File: src/sdram_seq_pkg.sv
// constants shared by the sequencer ends.
// assumes a 100 MHz system clock (10 ns period).
package sdram_seq_pkg;
	localparam int CLK_NS = 10;
	localparam int PWRUP_US = 200;
	localparam int PWRUP_CYC = (PWRUP_US * 1000) / CLK_NS;
	localparam int TRAS_NS = 42;
	localparam int TRAS_CYC = (TRAS_NS + CLK_NS - 1) / CLK_NS;
	localparam int TRC_NS = 60;
	localparam int TIS_NS = 2;
	localparam int TXSR_CYC = (TRC_NS + TIS_NS + CLK_NS - 1) / CLK_NS;
	localparam int MODE_SET_GAP = 2;
	localparam int INIT_REFRESH_N = 2;
	localparam int BURST_REFRESH_N = 4096;
	localparam int TRFC_CYC = (TRC_NS + CLK_NS - 1) / CLK_NS;
	localparam int TRP_NS = 18;
	localparam int TRP_CYC = (TRP_NS + CLK_NS - 1) / CLK_NS;
	localparam int ROW_W = 12;
	localparam int MASK_W = 4;
	localparam int CNT_W = 16;
	// command encoding {cs_n, ras_n, cas_n, we_n}
	localparam logic [3:0] CMD_DESELECT = 4'hF;
	localparam logic [3:0] CMD_NO_OPERATION = 4'h7;
	localparam logic [3:0] CMD_PRECHARGE = 4'h2;
	localparam logic [3:0] CMD_REFRESH = 4'h1;
	localparam logic [3:0] CMD_MODE_SET = 4'h0;
	localparam logic [ROW_W-1:0] PRECHARGE_ALL_ADDR = 12'h400;
endpackage

File: src/sdram_seq_if.sv
// pin bundle between controller and device model end.
// assumes both ends share clk_sys; no tristate pins here.
`timescale 1ns/1ps
interface sdram_seq_if;
	logic cke;
	logic cs_n;
	logic ras_n;
	logic cas_n;
	logic we_n;
	logic [sdram_seq_pkg::MASK_W-1:0] dqm;
	logic [sdram_seq_pkg::ROW_W-1:0] addr;
	modport ctrl (output cke, cs_n, ras_n, cas_n, we_n, dqm, addr);
	modport dev (input cke, cs_n, ras_n, cas_n, we_n, dqm, addr);
endinterface

File: src/sdram_seq_ctrl.sv
// controller end: power-up sequence and self-refresh entry/exit.
// assumes device end on the same clk_sys; user requests are levels.
//
// Contract
// - hold cke low, masks high, no-op
// - wait 200 us before raising cke
// - keep masks high while cke rises
// - precharge all banks after cke high
// - issue mode register set
// - issue at least two auto-refreshes
// - refresh order versus mode set free
// - self-refresh entry: cs,ras,cas low, cke low
// - device ignores inputs after entry
// - device stays while cke low
// - wait minimum row-active time before exit
// - clock stable before cke high
// - chip select high first exit cycle
// - wait exit time before real commands
// - burst refreshes around self-refresh if enabled
// - row-active minimum 40/42 ns
// - exit wait is row cycle plus setup
// - row cycle 55/60 ns
// - two cycles after mode register set
`timescale 1ns/1ps
module sdram_seq_ctrl #(
	parameter int PWRUP_CYCLES = sdram_seq_pkg::PWRUP_CYC,
	parameter int BURST_COUNT = sdram_seq_pkg::BURST_REFRESH_N
) (
	input wire logic clk_sys,
	input wire logic sys_rst,
	sdram_seq_if.ctrl pins,
	input wire logic [sdram_seq_pkg::ROW_W-1:0] mode_value,
	input wire logic burst_refresh_en,
	input wire logic sr_request,
	output logic init_done,
	output logic in_self_refresh,
	output logic busy
);
	import sdram_seq_pkg::*;
	typedef enum logic [3:0] {
		S_POWER, S_CKE_UP, S_PRE, S_PRE_WAIT, S_MRS, S_MRS_WAIT, S_REF, S_REF_WAIT,
		S_IDLE, S_BREF, S_BREF_WAIT, S_SR_ENTER, S_SR_HOLD, S_SR_EXIT, S_SR_XSR
	} cstate_t;
	typedef struct packed {
		cstate_t st;
		logic [CNT_W-1:0] wait_cnt;
		logic [CNT_W-1:0] ref_cnt;
		logic after_exit;
		logic done;
		logic cke;
		logic [3:0] cmd;
		logic [ROW_W-1:0] addr;
	} ctrl_t;
	ctrl_t s_q, s_d;
	logic wait_over;
	assign wait_over = (s_q.wait_cnt == '0);
	always_comb begin
		s_d = s_q;
		s_d.cmd = CMD_NO_OPERATION;
		s_d.addr = '0;
		if (!wait_over) begin
			s_d.wait_cnt = s_q.wait_cnt - 16'h1;
		end
		case (s_q.st)
			S_POWER: begin
				if (wait_over) begin
					s_d.st = S_CKE_UP;
					s_d.cke = 1'b1;
				end
			end
			S_CKE_UP: begin
				s_d.st = S_PRE;
				s_d.cmd = CMD_PRECHARGE;
				s_d.addr = PRECHARGE_ALL_ADDR;
				s_d.wait_cnt = CNT_W'(TRP_CYC);
			end
			S_PRE: s_d.st = S_PRE_WAIT;
			S_PRE_WAIT: begin
				if (wait_over) begin
					s_d.st = S_MRS;
					s_d.cmd = CMD_MODE_SET;
					s_d.addr = mode_value;
					s_d.wait_cnt = CNT_W'(MODE_SET_GAP - 1);
					s_d.ref_cnt = CNT_W'(INIT_REFRESH_N);
				end
			end
			S_MRS: s_d.st = S_MRS_WAIT;
			S_MRS_WAIT: begin
				if (wait_over) begin
					s_d.st = S_REF;
				end
			end
			S_REF: begin
				s_d.cmd = CMD_REFRESH;
				s_d.ref_cnt = s_q.ref_cnt - 16'h1;
				s_d.wait_cnt = CNT_W'(TRFC_CYC - 1);
				s_d.st = S_REF_WAIT;
			end
			S_REF_WAIT: begin
				if (wait_over) begin
					s_d.st = (s_q.ref_cnt == '0) ? S_IDLE : S_REF;
				end
			end
			S_IDLE: begin
				s_d.done = 1'b1;
				s_d.after_exit = 1'b0;
				if (sr_request) begin
					if (burst_refresh_en) begin
						s_d.st = S_BREF;
						s_d.ref_cnt = CNT_W'(BURST_COUNT);
					end else begin
						s_d.st = S_SR_ENTER;
					end
				end
			end
			S_BREF: begin
				s_d.cmd = CMD_REFRESH;
				s_d.ref_cnt = s_q.ref_cnt - 16'h1;
				s_d.wait_cnt = CNT_W'(TRFC_CYC - 1);
				s_d.st = S_BREF_WAIT;
			end
			S_BREF_WAIT: begin
				if (wait_over) begin
					if (s_q.ref_cnt != '0) begin
						s_d.st = S_BREF;
					end else if (s_q.after_exit) begin
						s_d.st = S_IDLE;
					end else begin
						s_d.st = S_SR_ENTER;
					end
				end
			end
			S_SR_ENTER: begin
				s_d.cmd = CMD_REFRESH;
				s_d.cke = 1'b0;
				s_d.wait_cnt = CNT_W'(TRAS_CYC);
				s_d.st = S_SR_HOLD;
			end
			S_SR_HOLD: begin
				s_d.cmd = CMD_DESELECT;
				if (wait_over && !sr_request) begin
					s_d.st = S_SR_EXIT;
				end
			end
			S_SR_EXIT: begin
				// clock runs freely here, cke raised
				s_d.cke = 1'b1;
				s_d.cmd = CMD_DESELECT;
				// exit wait, row cycle plus setup
				s_d.wait_cnt = CNT_W'(TXSR_CYC);
				s_d.st = S_SR_XSR;
			end
			S_SR_XSR: begin
				if (wait_over) begin
					s_d.after_exit = 1'b1;
					if (burst_refresh_en) begin
						s_d.st = S_BREF;
						s_d.ref_cnt = CNT_W'(BURST_COUNT);
					end else begin
						s_d.st = S_IDLE;
					end
				end
			end
			default: s_d.st = S_POWER;
		endcase
	end
	always_ff @(posedge clk_sys or posedge sys_rst) begin
		if (sys_rst) begin
			s_q.st <= S_POWER;
			s_q.wait_cnt <= CNT_W'(PWRUP_CYCLES);
			s_q.ref_cnt <= '0;
			s_q.after_exit <= 1'b0;
			s_q.done <= 1'b0;
			s_q.cke <= 1'b0;
			s_q.cmd <= CMD_NO_OPERATION;
			s_q.addr <= '0;
		end else begin
			s_q <= s_d;
		end
	end
	assign pins.cke = s_q.cke;
	assign pins.cs_n = s_q.cmd[3];
	assign pins.ras_n = s_q.cmd[2];
	assign pins.cas_n = s_q.cmd[1];
	assign pins.we_n = s_q.cmd[0];
	// masks high throughout, no data path
	assign pins.dqm = '1;
	assign pins.addr = s_q.addr;
	assign init_done = s_q.done;
	assign in_self_refresh = (s_q.st == S_SR_HOLD);
	assign busy = (s_q.st != S_IDLE);
endmodule

File: src/flat_wrapper.sv
// flat-port wrapper written by rule: the top's interface ports become plain ports
module sdram_seq_ctrl_flat import sdram_seq_pkg::*;
#(
	parameter int PWRUP_CYCLES = sdram_seq_pkg::PWRUP_CYC,
	parameter int BURST_COUNT = sdram_seq_pkg::BURST_REFRESH_N
)
  (clk_sys, sys_rst, mode_value, burst_refresh_en, sr_request, init_done, in_self_refresh, busy, pins_cke, pins_cs_n, pins_ras_n, pins_cas_n, pins_we_n, pins_dqm, pins_addr);
  sdram_seq_if pins_i ();
  input wire logic clk_sys;
  input wire logic sys_rst;
  input wire logic [sdram_seq_pkg::ROW_W-1:0] mode_value;
  input wire logic burst_refresh_en;
  input wire logic sr_request;
  output logic init_done;
  output logic in_self_refresh;
  output logic busy;
  output wire logic [$bits(pins_i.cke)-1:0] pins_cke;
  output wire logic [$bits(pins_i.cs_n)-1:0] pins_cs_n;
  output wire logic [$bits(pins_i.ras_n)-1:0] pins_ras_n;
  output wire logic [$bits(pins_i.cas_n)-1:0] pins_cas_n;
  output wire logic [$bits(pins_i.we_n)-1:0] pins_we_n;
  output wire logic [$bits(pins_i.dqm)-1:0] pins_dqm;
  output wire logic [$bits(pins_i.addr)-1:0] pins_addr;
  assign pins_cke = pins_i.cke;
  assign pins_cs_n = pins_i.cs_n;
  assign pins_ras_n = pins_i.ras_n;
  assign pins_cas_n = pins_i.cas_n;
  assign pins_we_n = pins_i.we_n;
  assign pins_dqm = pins_i.dqm;
  assign pins_addr = pins_i.addr;
  sdram_seq_ctrl #(.PWRUP_CYCLES(PWRUP_CYCLES), .BURST_COUNT(BURST_COUNT)) u_core (.clk_sys(clk_sys), .sys_rst(sys_rst), .pins(pins_i), .mode_value(mode_value), .burst_refresh_en(burst_refresh_en), .sr_request(sr_request), .init_done(init_done), .in_self_refresh(in_self_refresh), .busy(busy));
endmodule
File: config.mk
export PLATFORM = sky130hd
export DESIGN_NAME = sdram_seq_ctrl_flat
export DESIGN_NICKNAME = d
export VERILOG_FILES = /design/src/sdram_seq_pkg.sv /design/src/sdram_seq_if.sv /design/src/sdram_seq_ctrl.sv /design/src/flat_wrapper.sv
export SDC_FILE = /design/constraint.sdc
export NUM_CORES = 1
export LEC_CHECK = 0
export ABC_AREA = 0
export CAP_MARGIN = 20
export CORE_ASPECT_RATIO = 2
export CORE_MARGIN = 1.5
export CORE_UTILIZATION = 63
export DETAILED_ROUTE_END_ITERATION = 8
export DONT_BUFFER_PORTS = 1
export GPL_ROUTABILITY_DRIVEN = 1
export GPL_TIMING_DRIVEN = 1
export HOLD_SLACK_MARGIN = 0.03
export PLACE_DENSITY = 0.84
export SLEW_MARGIN = 20
export SYNTH_ARGS = -nofsm -noshare
export SYNTH_HDL_FRONTEND = slang
export SYNTH_SLANG_ARGS = --single-unit
File: constraint.sdc
create_clock -name clk_sys -period 3.5 [get_ports clk_sys]
set_input_delay 0 -clock clk_sys [delete_from_list [all_inputs] [get_ports clk_sys]]
set_output_delay 0 -clock clk_sys [all_outputs]
set_load 0.01 [all_outputs]
==> metrics.md, run 1 <==
| Metric | Value |
|---|---|
| Post-Syn Area | 3170 um2 |
| # DRC | 0 |
| Layout cell share with drive strength beyond 1 | 10.9% |
| Core ar. | 4860 um2 |
| Hold Slack | 0.102 ns |
| Inst Count DP | 376 |
| Final Hold Viols | 0 |
| CTS tree | done |
| Routability congestion estimate | 0.902 |
| PortBufs | 0 |
| Die area | 5500 um2 |
| Fin crit share | 83.7% |
| WP data arrival | 3.14 ns |
| CTS H-tree depth | 2 |
| Final min period | 2.93 ns |
| Post_cts resized | 0 |
| Synth Instances | 344 |
| DR pass1 iterations | 4 |
| Fin nets | 358 |
| Largest net degree at the start of global routing | 56 |
| Antenna cells | 0 |
| Final setup viols | 0 |
| CTS root buf | clkbuf_8 |
| Initial DRC count | 93 |
| Critical Path Start Type | flip-flop |
| P_leak | 0.00143 uW |
| Num ports | 40 |
| Initial antenna violation count | 0 |
| Filler instances | 384 |
| # clock sinks | 55 |
| Routed wire length | 7750 um |
| Sequential share of the synthesized area | 43.7% |
| Post-DP HPWL | 5380 um |
| Reg2reg setup slack | 0.57 ns |
| Worst R2R Path Depth | 8 |
| Most common cell after layout, fill and taps aside | dfrtp_1 |
| Max cap viols | 0 |
| Clk buf depth | 2 |
| Routed length per placed instance | 19.5 um |
| Total number of vias | 2,596 |
| Die Span X | 53.2 um |
| Final TNS setup | 0 ns |
| Post-DRT Antenna Nets | 0 |
| Worst setup EP type | flip-flop |
| Final setup skew | 0.0160 ns |
| Crit-path cells | or4_4, or3_1, nor2_8, inv_4, ha_1, a21oi_1, nor2_1, a221o_1 |
| Synth warn | 0 |
| Worst-path maximum fanout | 19 |
| Worst skew pair latency | 0.32 ns |
| F_max | 341 MHz |
| Worst VDD drop | 0.000655 V |
| Overall Global Routing Usage | 30.9% |
| PwrDens | 884 nW/um2 |
| Critical path type | reg -> reg |
| Primary FF master, synth | dfrtp_1 |
| Crit path from | u_core.s_q[38] |
| WHS Path Cells | 2 |
| Synth unique cells | 65 |
| Global-route wire length before repair | 12,300 um |
| Rows | 36 |
| Die Ht | 103 um |
| CTS Buf Count | 5 |
| Hold path startpoint | sr_request |
| Yosys reg bits | 55 |
| Initial Util | 65.2% |
| Clock-pin slew on the worst setup and hold paths | 0.10 ns |
| Post-synth EDFFs | 0 |
| Most frequent cells in the layout | dfrtp_1, nor2_1, a21oi_1 |
| Gr ovfl total | 0 |
| Via/cell ratio | 6.54 |
| Synth-to-layout area growth | 4.61% |
| Worst path required time | 3.71 ns |
| Worst path max stage delay | 0.59 ns |
| Worst hold path type | in -> reg |
| Max-slew headroom | 36.7% |
| R2R Path Start | u_core.s_q[38] |
| Run status | finished clean |
| Slew Limit Fails | 0 |
| Syn Area/Cell | 9.22 um2 |
| Finished Layout Cells | 397 |
| RSZ-0062 raised after global routing | no |
| R2R Path End | u_core.s_q[35] |
| Hold EP | u_core.s_q[31] |
| FFs w/ async S/R, synth | 100% |
| Postcts setup bufs | 0 |
| CP max-delay cell | or4_4 |
| Vias in the first global route | 2,653 |
| Actual slew at the worst max-slew pin | 0.948 ns |
-- worst max-delay path by stage --
stage	slack (ns)	depth (start not counted)	to
finish	0.57	8	u_core.s_q[35]
global route	0.49	8	u_core.s_q[35]
CTS	0.62	8	u_core.s_q[35]
detailed placement	0.66	8	u_core.s_q[35]
global placement	0.76	8	u_core.s_q[35]
floorplan	0.96	9	u_core.s_q[35]
-- where the power goes --
group	switching (uW)	internal [uW]
Combinational	926	573
Clock	208	162
Sequential	237	829
-- cells by family (layout without fill, tap and decap cells) --
group	after synthesis	in the layout	share of synthesized area [%]
muxes	6	6	2.13
buffers and inverters	52	45	8.75
xor gates and xnor gates	14	14	3.86
DFF	55	55	43.7
other	1	4	0.118
adders and majority gates	3	3	1.18
and+or+nand+nor	130	130	22.4
AOI/OAI and AO/OA	83	83	17.9
-- sequential cells by signal (all words and copies together) (netlist names) --
signal / count
u_core.pins.we_n: 1
u_core.init_done: 1
u_core.pins.cke: 1
u_core.pins.ras_n: 1
u_core.pins.addr: 12
u_core.s_q: 37
u_core.pins.cs_n: 1
u_core.pins.cas_n: 1
-- cells in the mapped netlist (4+ instances only) --
library cell	n	area share, %
nor3_1	14	2.2
nand3_1	4	0.63
nor2_1	41	4.9
inv_1	17	2.0
or4_1	4	0.95
nand2b_1	8	1.6
or3_1	8	1.6
clkbuf_1	10	1.2
buf_4	16	3.8
o21ai_0	13	2.1
o211ai_1	4	0.95
o41ai_1	4	1.1
and3_1	11	2.2
xor2_1	8	2.2
dfrtp_1	47	37
a21oi_1	21	3.3
nand2_1	16	1.9
dfstp_2	8	6.6
xnor2_1	6	1.7
nor2b_1	7	1.4
a31oi_1	10	2.0
-- worst max-delay path, delay by kind of cell, from the launching register on --
kind,cells,cell delay (ns)
AND/OR/NAND/NOR,4,1.52
adder cells (fa/ha/maj),1,0.31
buffers and inverters,1,0.09
flip-flops,1,0.45
AO/OA/AOI/OAI,2,0.42
-- per-layer routing --
metal  up-vias  track usage [%]  part of all wire, %
met4         0             19.9                  5.3
met3        30             6.18                  5.2
met1      1268             29.5                   34
met2       104             57.1                   55
met5         -                0                    0
li1       1194                -                    -
-- layout make-up --
type                    count  area, um2  share of cell area (%)
clock buffers               7       86.3                    2.60
clock inverters             1       8.76                   0.264
inverters                  18       71.3                    2.15
multi-input cells         240       1520                    45.8
flip-flops and latches     55       1390                    41.8
well taps                  57       71.3                    2.15
repair buffers             19        175                    5.28
-- stage by stage --
step	instance area [um2]	power, uW	utilization, %	setup WS [ns]
floorplan	3180	2210	-	0.961
global placement	3090	2470	63.6	0.755
detailed placement	3090	2510	63.6	0.663
CTS	3320	2900	68.2	0.622
global route	3320	3150	68.2	0.488
finish	3320	2940	68.2	0.570
-- what timing repair did --
action / in CTS / in global routing
hold buffers: 13 / 0
endpoints found under the setup margin: 0 / 0
hold endpoints to repair: 59 / 0
No activity file was read; power rests on OpenSTA's default activity.
==> inputs of run 2 (changes only) <==
CORE_UTILIZATION = 57   (was 63)
PLACE_DENSITY = 0.8   (was 0.84)
clock period = 2.6 ns   (was 3.5 ns; I/O delays follow)
==> run 2 against run 1 <==
  * Via count is essentially flat
  * Sequential power up 36%
  * Final area is 3.3% higher
  * Combinational power increased by 43%
  * Largest cell class unchanged
  * Non-clock buffer count up 14
  * Critical path depth stayed put
  * Critical endpoint unchanged
  * Count of clock-buffer cells in the layout shrank 2
  * First-iteration DRC count grew 52%
  * Maximum frequency up 18%
  * Die area grew 10%
==> metrics.md, run 2 (same netlist as run 1, synthesis figures left out) <==
| Metric | Value |
|---|---|
| Run status | finished clean |
| CTS Buf Count | 5 (unchanged) |
| Logic gate share of total power | 52.4% (+1.3 points) |
| CTS H-tree depth | 2 (unchanged) |
| Power Internal | 2200 uW (+40%) |
| Final setup viols | 0 (unchanged) |
| Most frequent cells in the layout | dfrtp_1, nor2_1, a21oi_1 |
| Post-DP HPWL | 5180 um (-3.7%) |
| Layout cell share with drive strength beyond 1 | 15.0% (+4.1 points) |
| Final Hold Viols | 0 (unchanged) |
| # DRC | 0 (unchanged) |
| Via/cell ratio | 6.27 (-4.1%) |
| PwrDens | 1190 nW/um2 (+35%) |
| Largest net degree at the start of global routing | 32 (-43%) |
| Die area | 6050 um2 (+10%) |
| Actual slew at the worst max-slew pin | 0.633 ns (-0.315 ns) |
| Crit-path cells | or4_4, or3_4, nor2_8, inv_4, ha_1, a21oi_1, nor2_1, a221o_1 |
| Worst hold path type | in -> reg |
| PortBufs | 0 (unchanged) |
| Worst path max stage delay | 0.55 ns (-0.04 ns) |
| Routability congestion estimate | 0.885 (-1.9%) |
| RSZ-0062 raised after global routing | no |
| DR pass1 iterations | 5 (+1) |
| Worst-path maximum fanout | 5 (-14) |
| Sequential power share | 35.5% (-0.8 points) |
| Inst Count DP | 393 (+4.5%) |
| Rows | 38 (+5.6%) |
| CP max-delay cell | or4_4 |
| Initial Util | 59.1% (-6.2 points) |
| Fin crit share | 95.9% (+12 points) |
| Max-slew headroom | 57.7% (+21 points) |
| Post-DRT Antenna Nets | 0 (unchanged) |
| CTS root buf | clkbuf_8 |
| Worst path required time | 2.82 ns (-0.89 ns) |
| Filler instances | 461 (+20%) |
| Worst VDD drop | 0.000788 V (+20%) |
| Routed wire length | 7270 um (-6.1%) |
| WP data arrival | 2.71 ns (-0.43 ns) |
| Sw Ratio | 46.2% (-0.49 points) |
| Max FFs per register | 37 (unchanged) |
| Max cap viols | 0 (unchanged) |
| Antenna cells | 0 (unchanged) |
| Clock-pin slew on the worst setup and hold paths | 0.10 ns (about the same) |
| Core ar. | 5370 um2 (+10%) |
| Net Switching | 1890 uW (+38%) |
| Finished Layout Cells | 414 (+4.3%) |
| Total number of vias | 2,595 (-0.039%) |
| Critical path type | reg -> reg |
| Die Ht | 109 um (+5.0%) |
| Initial antenna violation count | 0 (unchanged) |
| P_leak | 0.00151 uW (+5.1%) |
| F_max | 401 MHz (+18%) |
| Most flops, register | u_core.s_q |
| Overall Global Routing Usage | 25.0% (-5.9 points) |
| Routed length per placed instance | 17.6 um (-10%) |
| Gr ovfl total | 0 (unchanged) |
| Clock share of power | 12.1% (-0.5 points) |
| Critical Path Start Type | flip-flop |
| Most common cell after layout, fill and taps aside | dfrtp_1 |
| Initial DRC count | 141 (+52%) |
| Final setup skew | 0.00959 ns (-0.00637 ns) |
| Synth-to-layout area growth | 8.04% |
| CTS tree | done |
| Fin nets | 372 (+3.9%) |
| Global-route wire length before repair | 11,800 um (-4.6%) |
| Clk buf depth | 2 (unchanged) |
| Slew Limit Fails | 0 (unchanged) |
| Final min period | 2.49 ns (-0.437 ns) |
| # clock sinks | 55 (unchanged) |
| Num ports | 40 (unchanged) |
| Worst setup EP type | flip-flop |
| Die Span X | 55.8 um (+4.8%) |
| Worst skew pair latency | 0.33 ns (about the same) |
| Vias in the first global route | 2,519 (-5.1%) |
| Final TNS setup | 0 ns (unchanged) |
| Largest regs | u_core.s_q x37, u_core.pins.addr x12 |
[run 2: cell count changes in the layout (fill, tap and decap cells not counted)]
cell,delta
buf_4,+14
clkbuf_1,-1
clkbuf_8,-1
inv_2,+1
inv_6,+1
or3_1,-1
or3_4,+1
[run 2: metrics by stage]
stage | instance area [um2] | hold slack (ns) | power (uW) | util (%) | worst slack (ns)
2_1_floorplan | 3180 | 0.153 | 2980 | - | 0.0614
3_3_place_gp | 3200 | -0.00104 | 3480 | 59.6 | 0.157
3_5_place_dp | 3200 | 0.000148 | 3520 | 59.6 | 0.100
4_1_cts | 3420 | 0.0509 | 4040 | 63.7 | 0.0760
5_1_grt | 3430 | 0.0679 | 4370 | 63.8 | 0.00461
6_report | 3430 | 0.0617 | 4080 | 63.8 | 0.107
[run 2: path summary, 6_finish.rpt]
| path | startpoint | end | slack, ns | cells after the start |
|---|---|---|---|---|
| min | sr_request | u_core.s_q[31] | 0.06 | 2 |
| min reg2reg | u_core.s_q[27] | u_core.s_q[27] | 0.48 | 1 |
| max | u_core.s_q[39] | u_core.s_q[35] | 0.11 | 8 |
| max in group asynchronous | sys_rst | u_core.s_q[49] | 1.59 | 3 |
| min in group asynchronous | sys_rst | u_core.pins.addr[6] | 0.20 | 2 |
| max reg2reg | u_core.s_q[39] | u_core.s_q[35] | 0.11 | 8 |
[run 2: critical path, delay by kind of cell (launching register included)]
kind / cells / cell delay, ns
buffers and inverters: 1 / 0.06
AO/OA/AOI/OAI: 2 / 0.40
adder cells (fa/ha/maj): 1 / 0.29
AND/OR/NAND/NOR: 4 / 1.19
flip-flops: 1 / 0.44
[run 2: area by class of cell]
class | count | area, um2 | area share (%)
multi-input cells | 240 | 1530 | 44.5
flip-flops and latches | 55 | 1390 | 40.4
repair buffers | 33 | 280 | 8.18
well taps | 60 | 75.1 | 2.19
inverters | 18 | 70.1 | 2.04
clock buffers | 5 | 68.8 | 2.01
clock inverters | 3 | 22.5 | 0.657
[run 2: layer usage]
layer | wire length (um) | global-route usage, % | vias to the layer above
met4 | 207 | 13.1 | 0
met3 | 302 | 4.67 | 20
met2 | 4120 | 45.7 | 82
met5 | 0 | 0 | -
li1 | - | - | 1224
met1 | 2640 | 26.8 | 1269
[run 2: power groups by stage]
stage	clock network [uW]	registers (uW)	logic, uW
finish	494	1450	2140
global route	532	1480	2350
CTS	506	1440	2090
detailed placement	0	1460	2060
global placement	0	1440	2030
floorplan	0	1300	1670
[run 2: what timing repair did]
action                                  4_1_cts  5_1_grt
hold buffers                                 13        0
resized for setup                             0        1
setup buffers                                 0        0
endpoints found under the setup margin        0        1
endpoints found under the hold margin        42        0
==> inputs of run 3 (changes only) <==
RECOVER_POWER = 100   (was unset)
==> run 3 against run 2 <==
  * Cell count is the same
  * Sequential share of layout area grew 0.33 points
  * Register-to-register slack is essentially flat
  * Combinational power shrank 2%
  * Maximum frequency is essentially flat
  * Core utilization shrank 0.51 points
  * Critical path type unchanged
==> metrics.md, run 3 (same netlist as run 1, synthesis figures left out) <==
| Metric | Value |
|---|---|
| Run status | finished clean |
| PortBufs | 0 (unchanged) |
| Worst skew pair latency | 0.32 ns (about the same) |
| Largest net degree at the start of global routing | 32 (unchanged) |
| Gr ovfl total | 0 (unchanged) |
| Most flops, register | u_core.s_q |
| Logic gate share of total power | 51.9% (-0.5 points) |
| CTS Buf Count | 5 (unchanged) |
| Final Total Pwr | 4030 uW (-1.4%) |
| Worst setup EP type | flip-flop |
| Vias in the first global route | 2,519 (unchanged) |
| Overall Global Routing Usage | 25.0% (unchanged) |
| Die area | 6050 um2 (unchanged) |
| Most common cell after layout, fill and taps aside | dfrtp_1 |
| Worst-path maximum fanout | 18 (+13) |
| Worst hold path type | in -> reg |
| Post-DP HPWL | 5180 um (unchanged) |
| Filler instances | 468 (+1.5%) |
| Synth-to-layout area growth | 7.18% |
| Die Ht | 109 um (unchanged) |
| Power Internal | 2160 uW (-1.5%) |
| PwrDens | 1180 nW/um2 (-0.59%) |
| Core ar. | 5370 um2 (unchanged) |
| Max-slew headroom | 23.3% (-34 points) |
| Num ports | 40 (unchanged) |
| Routed wire length | 7220 um (-0.70%) |
| P_leak | 0.00149 uW (-1.3%) |
| CTS H-tree depth | 2 (unchanged) |
| Final setup viols | 0 (unchanged) |
| Critical path type | reg -> reg |
| Finished Layout Cells | 414 (unchanged) |
| # clock sinks | 55 (unchanged) |
| Fin crit share | 95.8% (about the same) |
| Global-route wire length before repair | 11,800 um (unchanged) |
| Max cap viols | 0 (unchanged) |
| Reg area | 1390 um2 (unchanged) |
| F_max | 401 MHz (about the same) |
| WP data arrival | 2.71 ns (about the same) |
| Die Span X | 55.8 um (unchanged) |
| Area of the multi-input gates | 1510 um2 (-0.74%) |
| Layout cell share with drive strength beyond 1 | 12.7% (-2.3 points) |
| Initial antenna violation count | 0 (unchanged) |
| Initial Util | 59.1% (unchanged) |
| CTS tree | done |
| RSZ-0062 raised after global routing | no |
| Fin nets | 372 (unchanged) |
| Sw Ratio | 46.3% (+0.079 points) |
| Postcts setup bufs | 0 (unchanged) |
| Via/cell ratio | 6.20 (-1.1%) |
| Antenna cells | 0 (unchanged) |
| Inst Count DP | 393 (unchanged) |
| Worst path required time | 2.82 ns (about the same) |
| Total number of vias | 2,567 (-1.1%) |
| CP max-delay cell | or4_4 |
| # DRC | 0 (unchanged) |
| Clock-pin slew on the worst setup and hold paths | 0.10 ns (about the same) |
| Slew Limit Fails | 0 (unchanged) |
| Initial DRC count | 144 (+2.1%) |
| Actual slew at the worst max-slew pin | 1.15 ns (+0.517 ns) |
| Largest regs | u_core.s_q x37, u_core.pins.addr x12 |
| Worst VDD drop | 0.000778 V (-1.3%) |
| Clk buf depth | 2 (unchanged) |
| Final setup skew | 0.00950 ns (-0.0000924 ns) |
| Net Switching | 1860 uW (-1.2%) |
| Final Hold Viols | 0 (unchanged) |
| Routed length per placed instance | 17.4 um (-0.70%) |
| Max FFs per register | 37 (unchanged) |
| CP top delay family | simple AND/OR/NAND/NOR gates |
| Final min period | 2.49 ns (-0.000692 ns) |
| Sequential power share | 35.9% (+0.4 points) |
| Worst path max stage delay | 0.54 ns (about the same) |
| DR pass1 iterations | 4 (-1) |
| Most frequent cells in the layout | dfrtp_1, nor2_1, a21oi_1 |
| Post-DRT Antenna Nets | 0 (unchanged) |
| WP buf/inv | 1 (unchanged) |
| Final TNS setup | 0 ns (unchanged) |
| Routability congestion estimate | 0.885 (unchanged) |
| Clock share of power | 12.2% (about the same) |
| Rows | 38 (unchanged) |
| Critical Path Start Type | flip-flop |
| CTS root buf | clkbuf_8 |
| Crit-path cells | or4_4, or3_4, nor2_8, clkbuf_2, o21ai_1, mux2_4 |
==> run 3: cell count changes in the layout (fill, tap and decap cells not counted), sizes merged <==
cell,delta
buf,-5
clkbuf,+5
==> run 3: path summary, 6_finish.rpt <==
check	start	endpoint	slack (ns)	cells after the start
min reg2reg	u_core.s_q[27]	u_core.s_q[27]	0.48	1
max in group asynchronous	sys_rst	u_core.pins.cke	1.01	3
min in group asynchronous	sys_rst	u_core.pins.addr[6]	0.40	2
max	u_core.s_q[39]	u_core.s_q[52]	0.11	6
max reg2reg	u_core.s_q[39]	u_core.s_q[52]	0.11	6
min	sr_request	u_core.s_q[31]	0.07	2
==> run 3: per-layer routing <==
metal	vias up	GRT usage [%]	wire length, um
met3	15	4.67	325
li1	1226	-	-
met1	1230	26.8	2640
met5	-	0	0
met4	0	13.1	181
met2	96	45.7	4070
==> run 3: area by class of cell <==
type / count / area share, %
flip-flops and latches: 55 / 40.8
clock buffers: 5 / 2.02
multi-input cells: 240 / 44.5
clock inverters: 3 / 0.662
repair buffers: 33 / 7.76
well taps: 60 / 2.21
inverters: 18 / 2.06
==> run 3: power groups by stage <==
stage | logic, uW | clock network (uW) | registers, uW
floorplan | 1670 | 0 | 1300
global placement | 2030 | 0 | 1440
detailed placement | 2060 | 0 | 1460
CTS | 2090 | 506 | 1440
global route | 2310 | 532 | 1480
finish | 2090 | 492 | 1440
==> run 3: what timing repair did <==
| action | 4_1_cts | 5_1_grt |
|---|---|---|
| hold buffers | 13 | 0 |
| gates resized for setup | 0 | 1 |
| endpoints found under the hold margin | 42 | 0 |
| endpoints found under the setup margin | 0 | 1 |
==> run 3: through the flow <==
step	util [%]	hold WS, ns	setup slack [ns]	cell area, um2
3_3_place_gp	59.6	-0.00104	0.157	3200
3_5_place_dp	59.6	0.000148	0.100	3200
2_1_floorplan	-	0.153	0.0614	3180
4_1_cts	63.7	0.0509	0.0760	3420
5_1_grt	63.3	0.0679	0.00463	3400
6_report	63.3	0.0656	0.108	3400
